### src/rtl/utcc_pkg.sv
// shared constants for the transceiver clock control block
package utcc_pkg;
  localparam int UTCC_AW = 8;
  localparam int UTCC_DW = 16;
  // device register byte offsets
  localparam logic [7:0] UTCC_TCC_OFS = 8'h00;
  localparam logic [7:0] UTCC_TLS_OFS = 8'h02;
  // transceiver_clock_control fields
  localparam int UTCC_XTAL_HI = 15;
  localparam int UTCC_XTAL_LO = 14;
  localparam int UTCC_OSC_BIT = 13;
  localparam int UTCC_REF_BIT = 12;
  localparam int UTCC_PLL_BIT = 11;
  localparam int UTCC_SCK_BIT = 10;
  localparam int UTCC_HSE_BIT = 7;
  localparam int UTCC_RPU_BIT = 4;
  localparam int UTCC_RUN_BIT = 0;
  localparam logic [15:0] UTCC_TCC_RST = 16'h0000;
  localparam logic [15:0] UTCC_TCC_WMASK = 16'hfc91;
  // transceiver_line_status fields
  localparam int UTCC_TLS_FIX_BIT = 6;
  localparam logic [15:0] UTCC_TLS_FIXED = 16'h0040;
  // clock select codes and matching pll multipliers
  localparam logic [1:0] UTCC_XTAL_12 = 2'h0;
  localparam logic [1:0] UTCC_XTAL_24 = 2'h1;
  localparam logic [1:0] UTCC_XTAL_48 = 2'h2;
  localparam logic [1:0] UTCC_XTAL_RSV = 2'h3;
  localparam logic [5:0] UTCC_MULT_12 = 6'h28;
  localparam logic [5:0] UTCC_MULT_24 = 6'h14;
  localparam logic [5:0] UTCC_MULT_48 = 6'h0a;
  localparam logic [5:0] UTCC_MULT_OFF = 6'h00;
  // line state codes
  localparam logic [1:0] UTCC_LS_SE0 = 2'h0;
  localparam logic [1:0] UTCC_LS_J = 2'h1;
  localparam logic [1:0] UTCC_LS_K = 2'h2;
  localparam logic [1:0] UTCC_LS_SE1 = 2'h3;
  // controller timing
  localparam int UTCC_CLK_MHZ = 10;
  localparam int UTCC_OSC_SETTLE_US = 100;
  localparam int UTCC_PLL_LOCK_US = 200;
  localparam int UTCC_OSC_CYC = UTCC_OSC_SETTLE_US * UTCC_CLK_MHZ;
  localparam int UTCC_PLL_CYC = UTCC_PLL_LOCK_US * UTCC_CLK_MHZ;
  localparam int UTCC_POLL_CYC = 16;
  localparam int UTCC_CW = 12;
  // controller software registers (word index)
  localparam logic [3:0] UTCC_CMD_OFS = 4'h0;
  localparam logic [3:0] UTCC_STAT_OFS = 4'h1;
  localparam int UTCC_CMD_UP = 0;
  localparam int UTCC_CMD_DOWN = 1;
  localparam int UTCC_CMD_XLO = 2;
  localparam int UTCC_CMD_XHI = 3;
  localparam int UTCC_CMD_HS = 4;
  localparam int UTCC_CMD_PU = 5;
  localparam logic [15:0] UTCC_CMD_RST = 16'h0000;
endpackage

### src/rtl/utcc_link_if.sv
// register port joining the controller to the transceiver control block
`timescale 1ns/10ps
`default_nettype none
interface utcc_link_if;
  logic [7:0] addr;
  logic [15:0] wdata;
  logic wr;
  logic rd;
  logic [15:0] rdata;
  modport dev (input addr, input wdata, input wr, input rd, output rdata);
  modport ctl (output addr, output wdata, output wr, output rd, input rdata);
endinterface
`default_nettype wire

### src/rtl/utcc_device.sv
// device end: transceiver clock control and line status registers
`timescale 1ns/10ps
`default_nettype none
// Functional notes
// - bits 15:14 pick 12, 24 or 48 MHz
// - bit 13 enables oscillation buffer
// - resume from suspend sets oscillation buffer bit
// - bit 12 gates internal reference clock
// - bit 11 enables the pll
// - software waits for oscillator before ref/pll enable
// - bit 10 gates internal usb clock
// - software waits for pll before clock supply
// - bit 7 allows hi-speed, else full-speed only
// - software sets hi-speed bit before clock supply
// - bit 4 connects the d+ pull-up
// - bit 0 low holds module in reset
// - reset-initialised registers ignore writes while held
// - full-speed line status: se0, j, k, se1
// - hi-speed and chirp line status codes
// - line status field ignores writes
// - reserved control bits read zero, written zero
// - line status bit 6 reads one
module utcc_device
  import utcc_pkg::*;
(
  input wire logic clk_sys_in,
  input wire logic sys_rst_in,
  utcc_link_if.dev link,
  input wire logic resume_in,
  input wire logic dplus_in,
  input wire logic dminus_in,
  input wire logic hs_mode_in,
  input wire logic chirp_in,
  input wire logic hs_unsquelch_in,
  output logic [5:0] pll_mult_out,
  output logic osc_buffer_enable_out,
  output logic ref_clock_supply_enable_out,
  output logic pll_run_enable_out,
  output logic internal_clock_supply_enable_out,
  output logic high_speed_enable_out,
  output logic dplus_pullup_enable_out,
  output logic module_soft_reset_out,
  output logic usb_logic_run_out,
  output logic [1:0] line_state_out
);

  logic [15:0] ctrl;
  logic [15:0] next_ctrl;
  logic [1:0] line_state;
  logic [1:0] next_line_state;
  logic [15:0] rdata;
  logic [5:0] next_mult;
  logic [15:0] next_rdata;
  logic wr_ctrl;

  // full-speed, hi-speed or reset handshake decode of the bus lines
  typedef enum logic [2:0] {
    UTCC_LM_FS = 3'h1,
    UTCC_LM_HS = 3'h2,
    UTCC_LM_CHIRP = 3'h4
  } utcc_line_mode_t;

  utcc_line_mode_t line_mode;

  // one flop per clock or bus enable, in the order of the enable ports
  localparam int UTCC_EN_N = 6;
  localparam int UTCC_EN_POS [UTCC_EN_N] = '{UTCC_OSC_BIT, UTCC_REF_BIT, UTCC_PLL_BIT, UTCC_SCK_BIT,
    UTCC_HSE_BIT, UTCC_RPU_BIT};
  logic [UTCC_EN_N-1:0] en_q;

  // only the control word takes writes; status and unmapped offsets drop them
  assign wr_ctrl = link.wr && (link.addr == UTCC_TCC_OFS);

  // control register next value
  always_comb begin
    next_ctrl = ctrl;
    if (wr_ctrl) begin
      // this register is not cleared by the software reset, so it stays writable
      next_ctrl = link.wdata & UTCC_TCC_WMASK;
    end
    if (resume_in) begin
      // hardware set beats a same-cycle software clear
      next_ctrl[UTCC_OSC_BIT] = 1'b1;
    end
  end

  always_ff @(posedge clk_sys_in) begin
    if (sys_rst_in) begin
      ctrl <= UTCC_TCC_RST;
    end else begin
      ctrl <= next_ctrl;
    end
  end

  // pll multiplier for the selected external clock
  always_comb begin
    unique case (next_ctrl[UTCC_XTAL_HI:UTCC_XTAL_LO])
      UTCC_XTAL_12: next_mult = UTCC_MULT_12;
      UTCC_XTAL_24: next_mult = UTCC_MULT_24;
      UTCC_XTAL_48: next_mult = UTCC_MULT_48;
      UTCC_XTAL_RSV: next_mult = UTCC_MULT_OFF;
    endcase
  end

  // clock and bus controls, registered alongside the control word
  // they take next_ctrl so they change on the edge that loads the register
  always_ff @(posedge clk_sys_in) begin
    if (sys_rst_in) begin
      pll_mult_out <= UTCC_MULT_12;
    end else begin
      pll_mult_out <= next_mult;
    end
  end

  for (genvar i = 0; i < UTCC_EN_N; i++) begin : g_en
    always_ff @(posedge clk_sys_in) begin
      if (sys_rst_in) begin
        en_q[i] <= UTCC_TCC_RST[UTCC_EN_POS[i]];
      end else begin
        en_q[i] <= next_ctrl[UTCC_EN_POS[i]];
      end
    end
  end

  assign osc_buffer_enable_out = en_q[0];
  assign ref_clock_supply_enable_out = en_q[1];
  assign pll_run_enable_out = en_q[2];
  assign internal_clock_supply_enable_out = en_q[3];
  assign high_speed_enable_out = en_q[4];
  assign dplus_pullup_enable_out = en_q[5];

  // module reset and protocol clock run
  always_ff @(posedge clk_sys_in) begin
    if (sys_rst_in) begin
      module_soft_reset_out <= 1'b1;
      usb_logic_run_out <= 1'b0;
    end else begin
      module_soft_reset_out <= ~next_ctrl[UTCC_RUN_BIT];
      // nothing on the internal clock runs before pll and supply are both on
      usb_logic_run_out <= next_ctrl[UTCC_PLL_BIT] & next_ctrl[UTCC_SCK_BIT];
    end
  end

  // chirp outranks hi-speed, and both need hi-speed enabled
  always_comb begin
    line_mode = UTCC_LM_FS;
    if (chirp_in && ctrl[UTCC_HSE_BIT]) begin
      line_mode = UTCC_LM_CHIRP;
    end else if (hs_mode_in && ctrl[UTCC_HSE_BIT]) begin
      line_mode = UTCC_LM_HS;
    end
  end

  // line state decode per operating mode
  always_comb begin
    next_line_state = UTCC_LS_SE0;
    unique case (line_mode)
      UTCC_LM_CHIRP: begin
        // squelched lines read se0, otherwise d+ tells chirp j from chirp k
        if (hs_unsquelch_in) begin
          next_line_state = dplus_in ? UTCC_LS_J : UTCC_LS_K;
        end
      end
      UTCC_LM_HS: begin
        next_line_state = hs_unsquelch_in ? UTCC_LS_J : UTCC_LS_SE0;
      end
      UTCC_LM_FS: begin
        // full-speed: code is {d-, d+}
        next_line_state = {dminus_in, dplus_in};
      end
    endcase
  end

  // sampled bus state; no write path reaches it
  always_ff @(posedge clk_sys_in) begin
    if (sys_rst_in) begin
      line_state <= UTCC_LS_SE0;
      line_state_out <= UTCC_LS_SE0;
    end else begin
      line_state <= next_line_state;
      line_state_out <= next_line_state;
    end
  end

  // read data one cycle after the read strobe, zero otherwise
  // idle cycles read zero so a late sample cannot pass for an answer
  always_comb begin
    next_rdata = 16'h0000;
    if (link.rd && (link.addr == UTCC_TCC_OFS)) begin
      next_rdata = ctrl;
    end else if (link.rd && (link.addr == UTCC_TLS_OFS)) begin
      next_rdata = UTCC_TLS_FIXED | {14'h0000, line_state};
    end
  end

  always_ff @(posedge clk_sys_in) begin
    if (sys_rst_in) begin
      rdata <= 16'h0000;
    end else begin
      rdata <= next_rdata;
    end
  end

  assign link.rdata = rdata;

endmodule
`default_nettype wire

### src/flat_wrapper.sv
// flat-port wrapper written by rule: the top's interface ports become plain ports
module utcc_device_flat import utcc_pkg::*;
  (clk_sys_in, sys_rst_in, resume_in, dplus_in, dminus_in, hs_mode_in, chirp_in, hs_unsquelch_in, pll_mult_out, osc_buffer_enable_out, ref_clock_supply_enable_out, pll_run_enable_out, internal_clock_supply_enable_out, high_speed_enable_out, dplus_pullup_enable_out, module_soft_reset_out, usb_logic_run_out, line_state_out, link_addr, link_wdata, link_wr, link_rd, link_rdata);
  utcc_link_if link_i ();
  input wire logic clk_sys_in;
  input wire logic sys_rst_in;
  input wire logic resume_in;
  input wire logic dplus_in;
  input wire logic dminus_in;
  input wire logic hs_mode_in;
  input wire logic chirp_in;
  input wire logic hs_unsquelch_in;
  output logic [5:0] pll_mult_out;
  output logic osc_buffer_enable_out;
  output logic ref_clock_supply_enable_out;
  output logic pll_run_enable_out;
  output logic internal_clock_supply_enable_out;
  output logic high_speed_enable_out;
  output logic dplus_pullup_enable_out;
  output logic module_soft_reset_out;
  output logic usb_logic_run_out;
  output logic [1:0] line_state_out;
  input wire logic [$bits(link_i.addr)-1:0] link_addr;
  input wire logic [$bits(link_i.wdata)-1:0] link_wdata;
  input wire logic [$bits(link_i.wr)-1:0] link_wr;
  input wire logic [$bits(link_i.rd)-1:0] link_rd;
  output wire logic [$bits(link_i.rdata)-1:0] link_rdata;
  assign link_i.addr = link_addr;
  assign link_i.wdata = link_wdata;
  assign link_i.wr = link_wr;
  assign link_i.rd = link_rd;
  assign link_rdata = link_i.rdata;
  utcc_device u_core (.clk_sys_in(clk_sys_in), .sys_rst_in(sys_rst_in), .link(link_i), .resume_in(resume_in), .dplus_in(dplus_in), .dminus_in(dminus_in), .hs_mode_in(hs_mode_in), .chirp_in(chirp_in), .hs_unsquelch_in(hs_unsquelch_in), .pll_mult_out(pll_mult_out), .osc_buffer_enable_out(osc_buffer_enable_out), .ref_clock_supply_enable_out(ref_clock_supply_enable_out), .pll_run_enable_out(pll_run_enable_out), .internal_clock_supply_enable_out(internal_clock_supply_enable_out), .high_speed_enable_out(high_speed_enable_out), .dplus_pullup_enable_out(dplus_pullup_enable_out), .module_soft_reset_out(module_soft_reset_out), .usb_logic_run_out(usb_logic_run_out), .line_state_out(line_state_out));
endmodule
### config.mk
export PLATFORM = sky130hd
export DESIGN_NAME = utcc_device_flat
export DESIGN_NICKNAME = d
export VERILOG_FILES = /design/src/rtl/utcc_pkg.sv /design/src/rtl/utcc_link_if.sv /design/src/rtl/utcc_device.sv /design/src/flat_wrapper.sv
export SDC_FILE = /design/constraint.sdc
export NUM_CORES = 1
export LEC_CHECK = 0
export ABC_CLOCK_PERIOD_IN_PS = 1100
export BUFFER_PORTS_ARGS = -buffer_cell sky130_fd_sc_hd__buf_2
export CAP_MARGIN = 25
export CORE_ASPECT_RATIO = 1.2
export CORE_MARGIN = 2
export CORE_UTILIZATION = 30
export DETAILED_ROUTE_END_ITERATION = 10
export SLEW_MARGIN = 25
export SYNTH_ARGS = -nofsm -noshare
export SYNTH_HDL_FRONTEND = slang
export SYNTH_SLANG_ARGS = --single-unit
### constraint.sdc
create_clock -name clk_sys_in -period 1.1 [get_ports clk_sys_in]
set_input_delay 0 -clock clk_sys_in [delete_from_list [all_inputs] [get_ports clk_sys_in]]
set_output_delay 0 -clock clk_sys_in [all_outputs]
set_load 0.01 [all_outputs]
==> impl_results.md <==
* Status: complete, no violations
* Share of layout cells above drive strength 1 at 44.9%
* Logic pwr share at 11.5%
* Worst Setup Path Type: in -> reg
* Final setup fails at 0
* Final Hold Fails at 0
* Part of the cycle the worst path needs at 93.5%
* Max-Cap Viols at 0
* Hold WC Path Type: in -> reg
* First-pass GRT wire length at 4410 um
* Clock Latency Late Sink at 260 ps
* Routed length per instance at 11.1 um
* Yosys cell types at 32
* Top cell type's share of synthesized area at 46.8%
* Rows at 25
* Routability cong. at 0.806
* Final core occ at 43.4%
* Ports at 66
* Cell with the most instances after synthesis: dfxtp_1
* Chip width at 61.7 um
* Worst Skew at 1.23 ps
* Aggregate routed wire length at 2650 um
* Fillers at 402
* Area grow syn2layout at 40.5%
* Initial cell density of the core at 30.9%
* Placed insts at 231
* Core area at 3880 sq um
* Fmax at 972 MHz
* Total track usage at 12.8%
* TritonCTS clock tree: built
* Worst vdd ir at 422 uV
* Slew Viols, Final at 0
* RSZ-0062 raised after global routing: false
* Top cells by area, synth: dfxtp_1 (47%), buf_4 (4.4%), o31ai_1 (4.4%)
* Final Non-Filler Cells at 239
* Vias at 1070
* Sequential Area at 561 sq um
* LEAKAGE at 0.000790 uW
* Syn_area_per_cell at 10.4 sq um
* CP Max Fanout at 8
* Drt first pass iters at 4
* NetSw at 387 uW
* Hpwl dp at 2100 um
* Iteration-0 DRC Markers at 26
* Routed Antenna Nets at 0
* #FFs+latches synth at 28
* IO buf count at 52
* Post-CTS Setup Repair Bufs at 0
* Final hold slack at 5.50 ps
* Vias in the first global route at 994
* Clock Path Buffers at 2
* Post-synth ARST share at 0%
* CTS clk-pin slew, worst paths at 80 ps
* Die Y at 73.2 um
* Area of the multi-input gates at 566 sq um
* # DRC at 0
* Yosys top cell by area: dfxtp_1
* Initial antenna violation count at 0
* Synth Cell Area at 1200 sq um
* Switch share at 22.1%
* Cell Int Power at 1360 uW
* Pwr dens at 1040 nW/um^2
* Count of flip-flops with a built-in enable after synthesis at 0
* Reg power frac at 58.5%
* Largest net degree at the start of global routing at 15
* Mapped Cells at 115
* R2R Setup Slk at 210 ps
* Synthesis Warnings at 0
* Minimum clock period at 1030 ps
* Htree depth at 1
* CTS buffer count at 3
* Main synth FF type: dfxtp_1
* Most frequent cells after synthesis: dfxtp_1 (28), a21oi_1 (9), and2_1 (8)
* Grt total ovfl at 0
* N_diodes at 0
* CP Launch Type: input port
* Clock Sink Count at 28
* Critical Path Sink Type: flop
* Data arrival, critical path at 1240 ps
* Die footprint at 4520 sq um
* Post-synthesis sequential area ratio at 46.8%
* Worst EP required at 1310 ps
* Clock share of power at 30.0%
* DR vias/cell at 4.48
* Root buffer cell: clkbuf_8
* Layout Nets at 221
-- cells by family (layout without fill, tap and decap cells) --
group / after synthesis / in the layout / share of synthesized area (%)
AO/OA/AOI/OAI: 22 / 22 / 11.9
flip-flops: 28 / 28 / 46.8
buffers and inverters: 15 / 80 / 7.62
other: 1 / 6 / 0.313
AND/OR/NAND/NOR: 41 / 41 / 26.3
multiplexers: 8 / 8 / 7.10
-- worst max-delay path, stage by stage --
cell and delay (ps):
buf_2 120, or4_4 600, nor4b_4 300, and3_2 220
-- registers in the layout, summed over array words and instances (netlist names) --
| name | count |
|---|---|
| u_core.link.rdata | 11 |
| u_core.usb_logic_run_out | 1 |
| u_core.ctrl | 9 |
| u_core.line_state_out | 2 |
| u_core.pll_mult_out | 4 |
| u_core.module_soft_reset_out | 1 |
-- placed cells by master (no fill, tap or decap), drive strengths merged, types with 3 or more instances in the layout --
master | netlist | layout
nor2b | 4 | 4
and2 | 8 | 8
conb | 1 | 6
a21oi | 9 | 9
dfxtp | 28 | 28
nand3 | 4 | 4
buf | 9 | 69
clkbuf | 3 | 3
mux2i | 4 | 4
mux2 | 4 | 4
dlygate4sd3 | 0 | 5
nand4 | 6 | 6
inv | 3 | 3
nand2 | 3 | 3
nor2 | 3 | 3
o31ai | 7 | 7
-- layer usage --
metal	track usage, %	share of wire [%]	vias up
met4	6.38	2.3	0
met5	0	0	-
met1	16.9	45	478
met3	1.06	5.8	4
met2	20.5	46	38
li1	-	-	550
-- through the flow --
stage	total power, uW	setup slack, ps	setup TNS [ps]	cell area (sq um)
2_1_floorplan	1140	-54.6	-161	1220
3_3_place_gp	1230	-166	-3480	1590
3_5_place_dp	1240	-202	-3990	1590
4_1_cts	1770	72.8	0	1680
5_1_grt	1830	14.4	0	1680
6_report	1750	71.0	0	1680
-- power groups by stage --
stage,combinational [uW],sequential [uW],clock [uW]
floorplan,85.4,1050,0
global placement,183,1050,0
detailed placement,188,1050,0
CTS,202,1030,543
global route,223,1030,582
finish,202,1020,525
-- area by class of cell --
| type | instances | area share, % |
|---|---|---|
| flip-flops and latches | 28 | 33.3 |
| repair buffers | 74 | 26.0 |
| well taps | 54 | 4.01 |
| clock buffers | 3 | 2.45 |
| inverters | 3 | 0.669 |
| multi-input cells | 77 | 33.6 |
-- repair_timing --
item | 4_1_cts | 5_1_grt
hold endpoints to repair | 4 | 0
resized for setup | 0 | 0
hold buffers | 5 | 0
-- path summary, 6_finish.rpt --
kind / start / end / depth (start not counted)
setup / recovery: link_addr[5] / u_core.link.rdata[0]$_SDFF_PP0_ / 4
hold / removal: link_wdata[7] / u_core.ctrl[7]$_SDFFE_PP0N_ / 3
setup reg to reg: u_core.ctrl[7]$_SDFFE_PP0N_ / u_core.line_state_out[0]$_SDFF_PP0_ / 3
hold reg to reg: u_core.ctrl[12]$_SDFFE_PP0N_ / u_core.ctrl[12]$_SDFFE_PP0N_ / 2
Power figures use the tool's default switching activity.
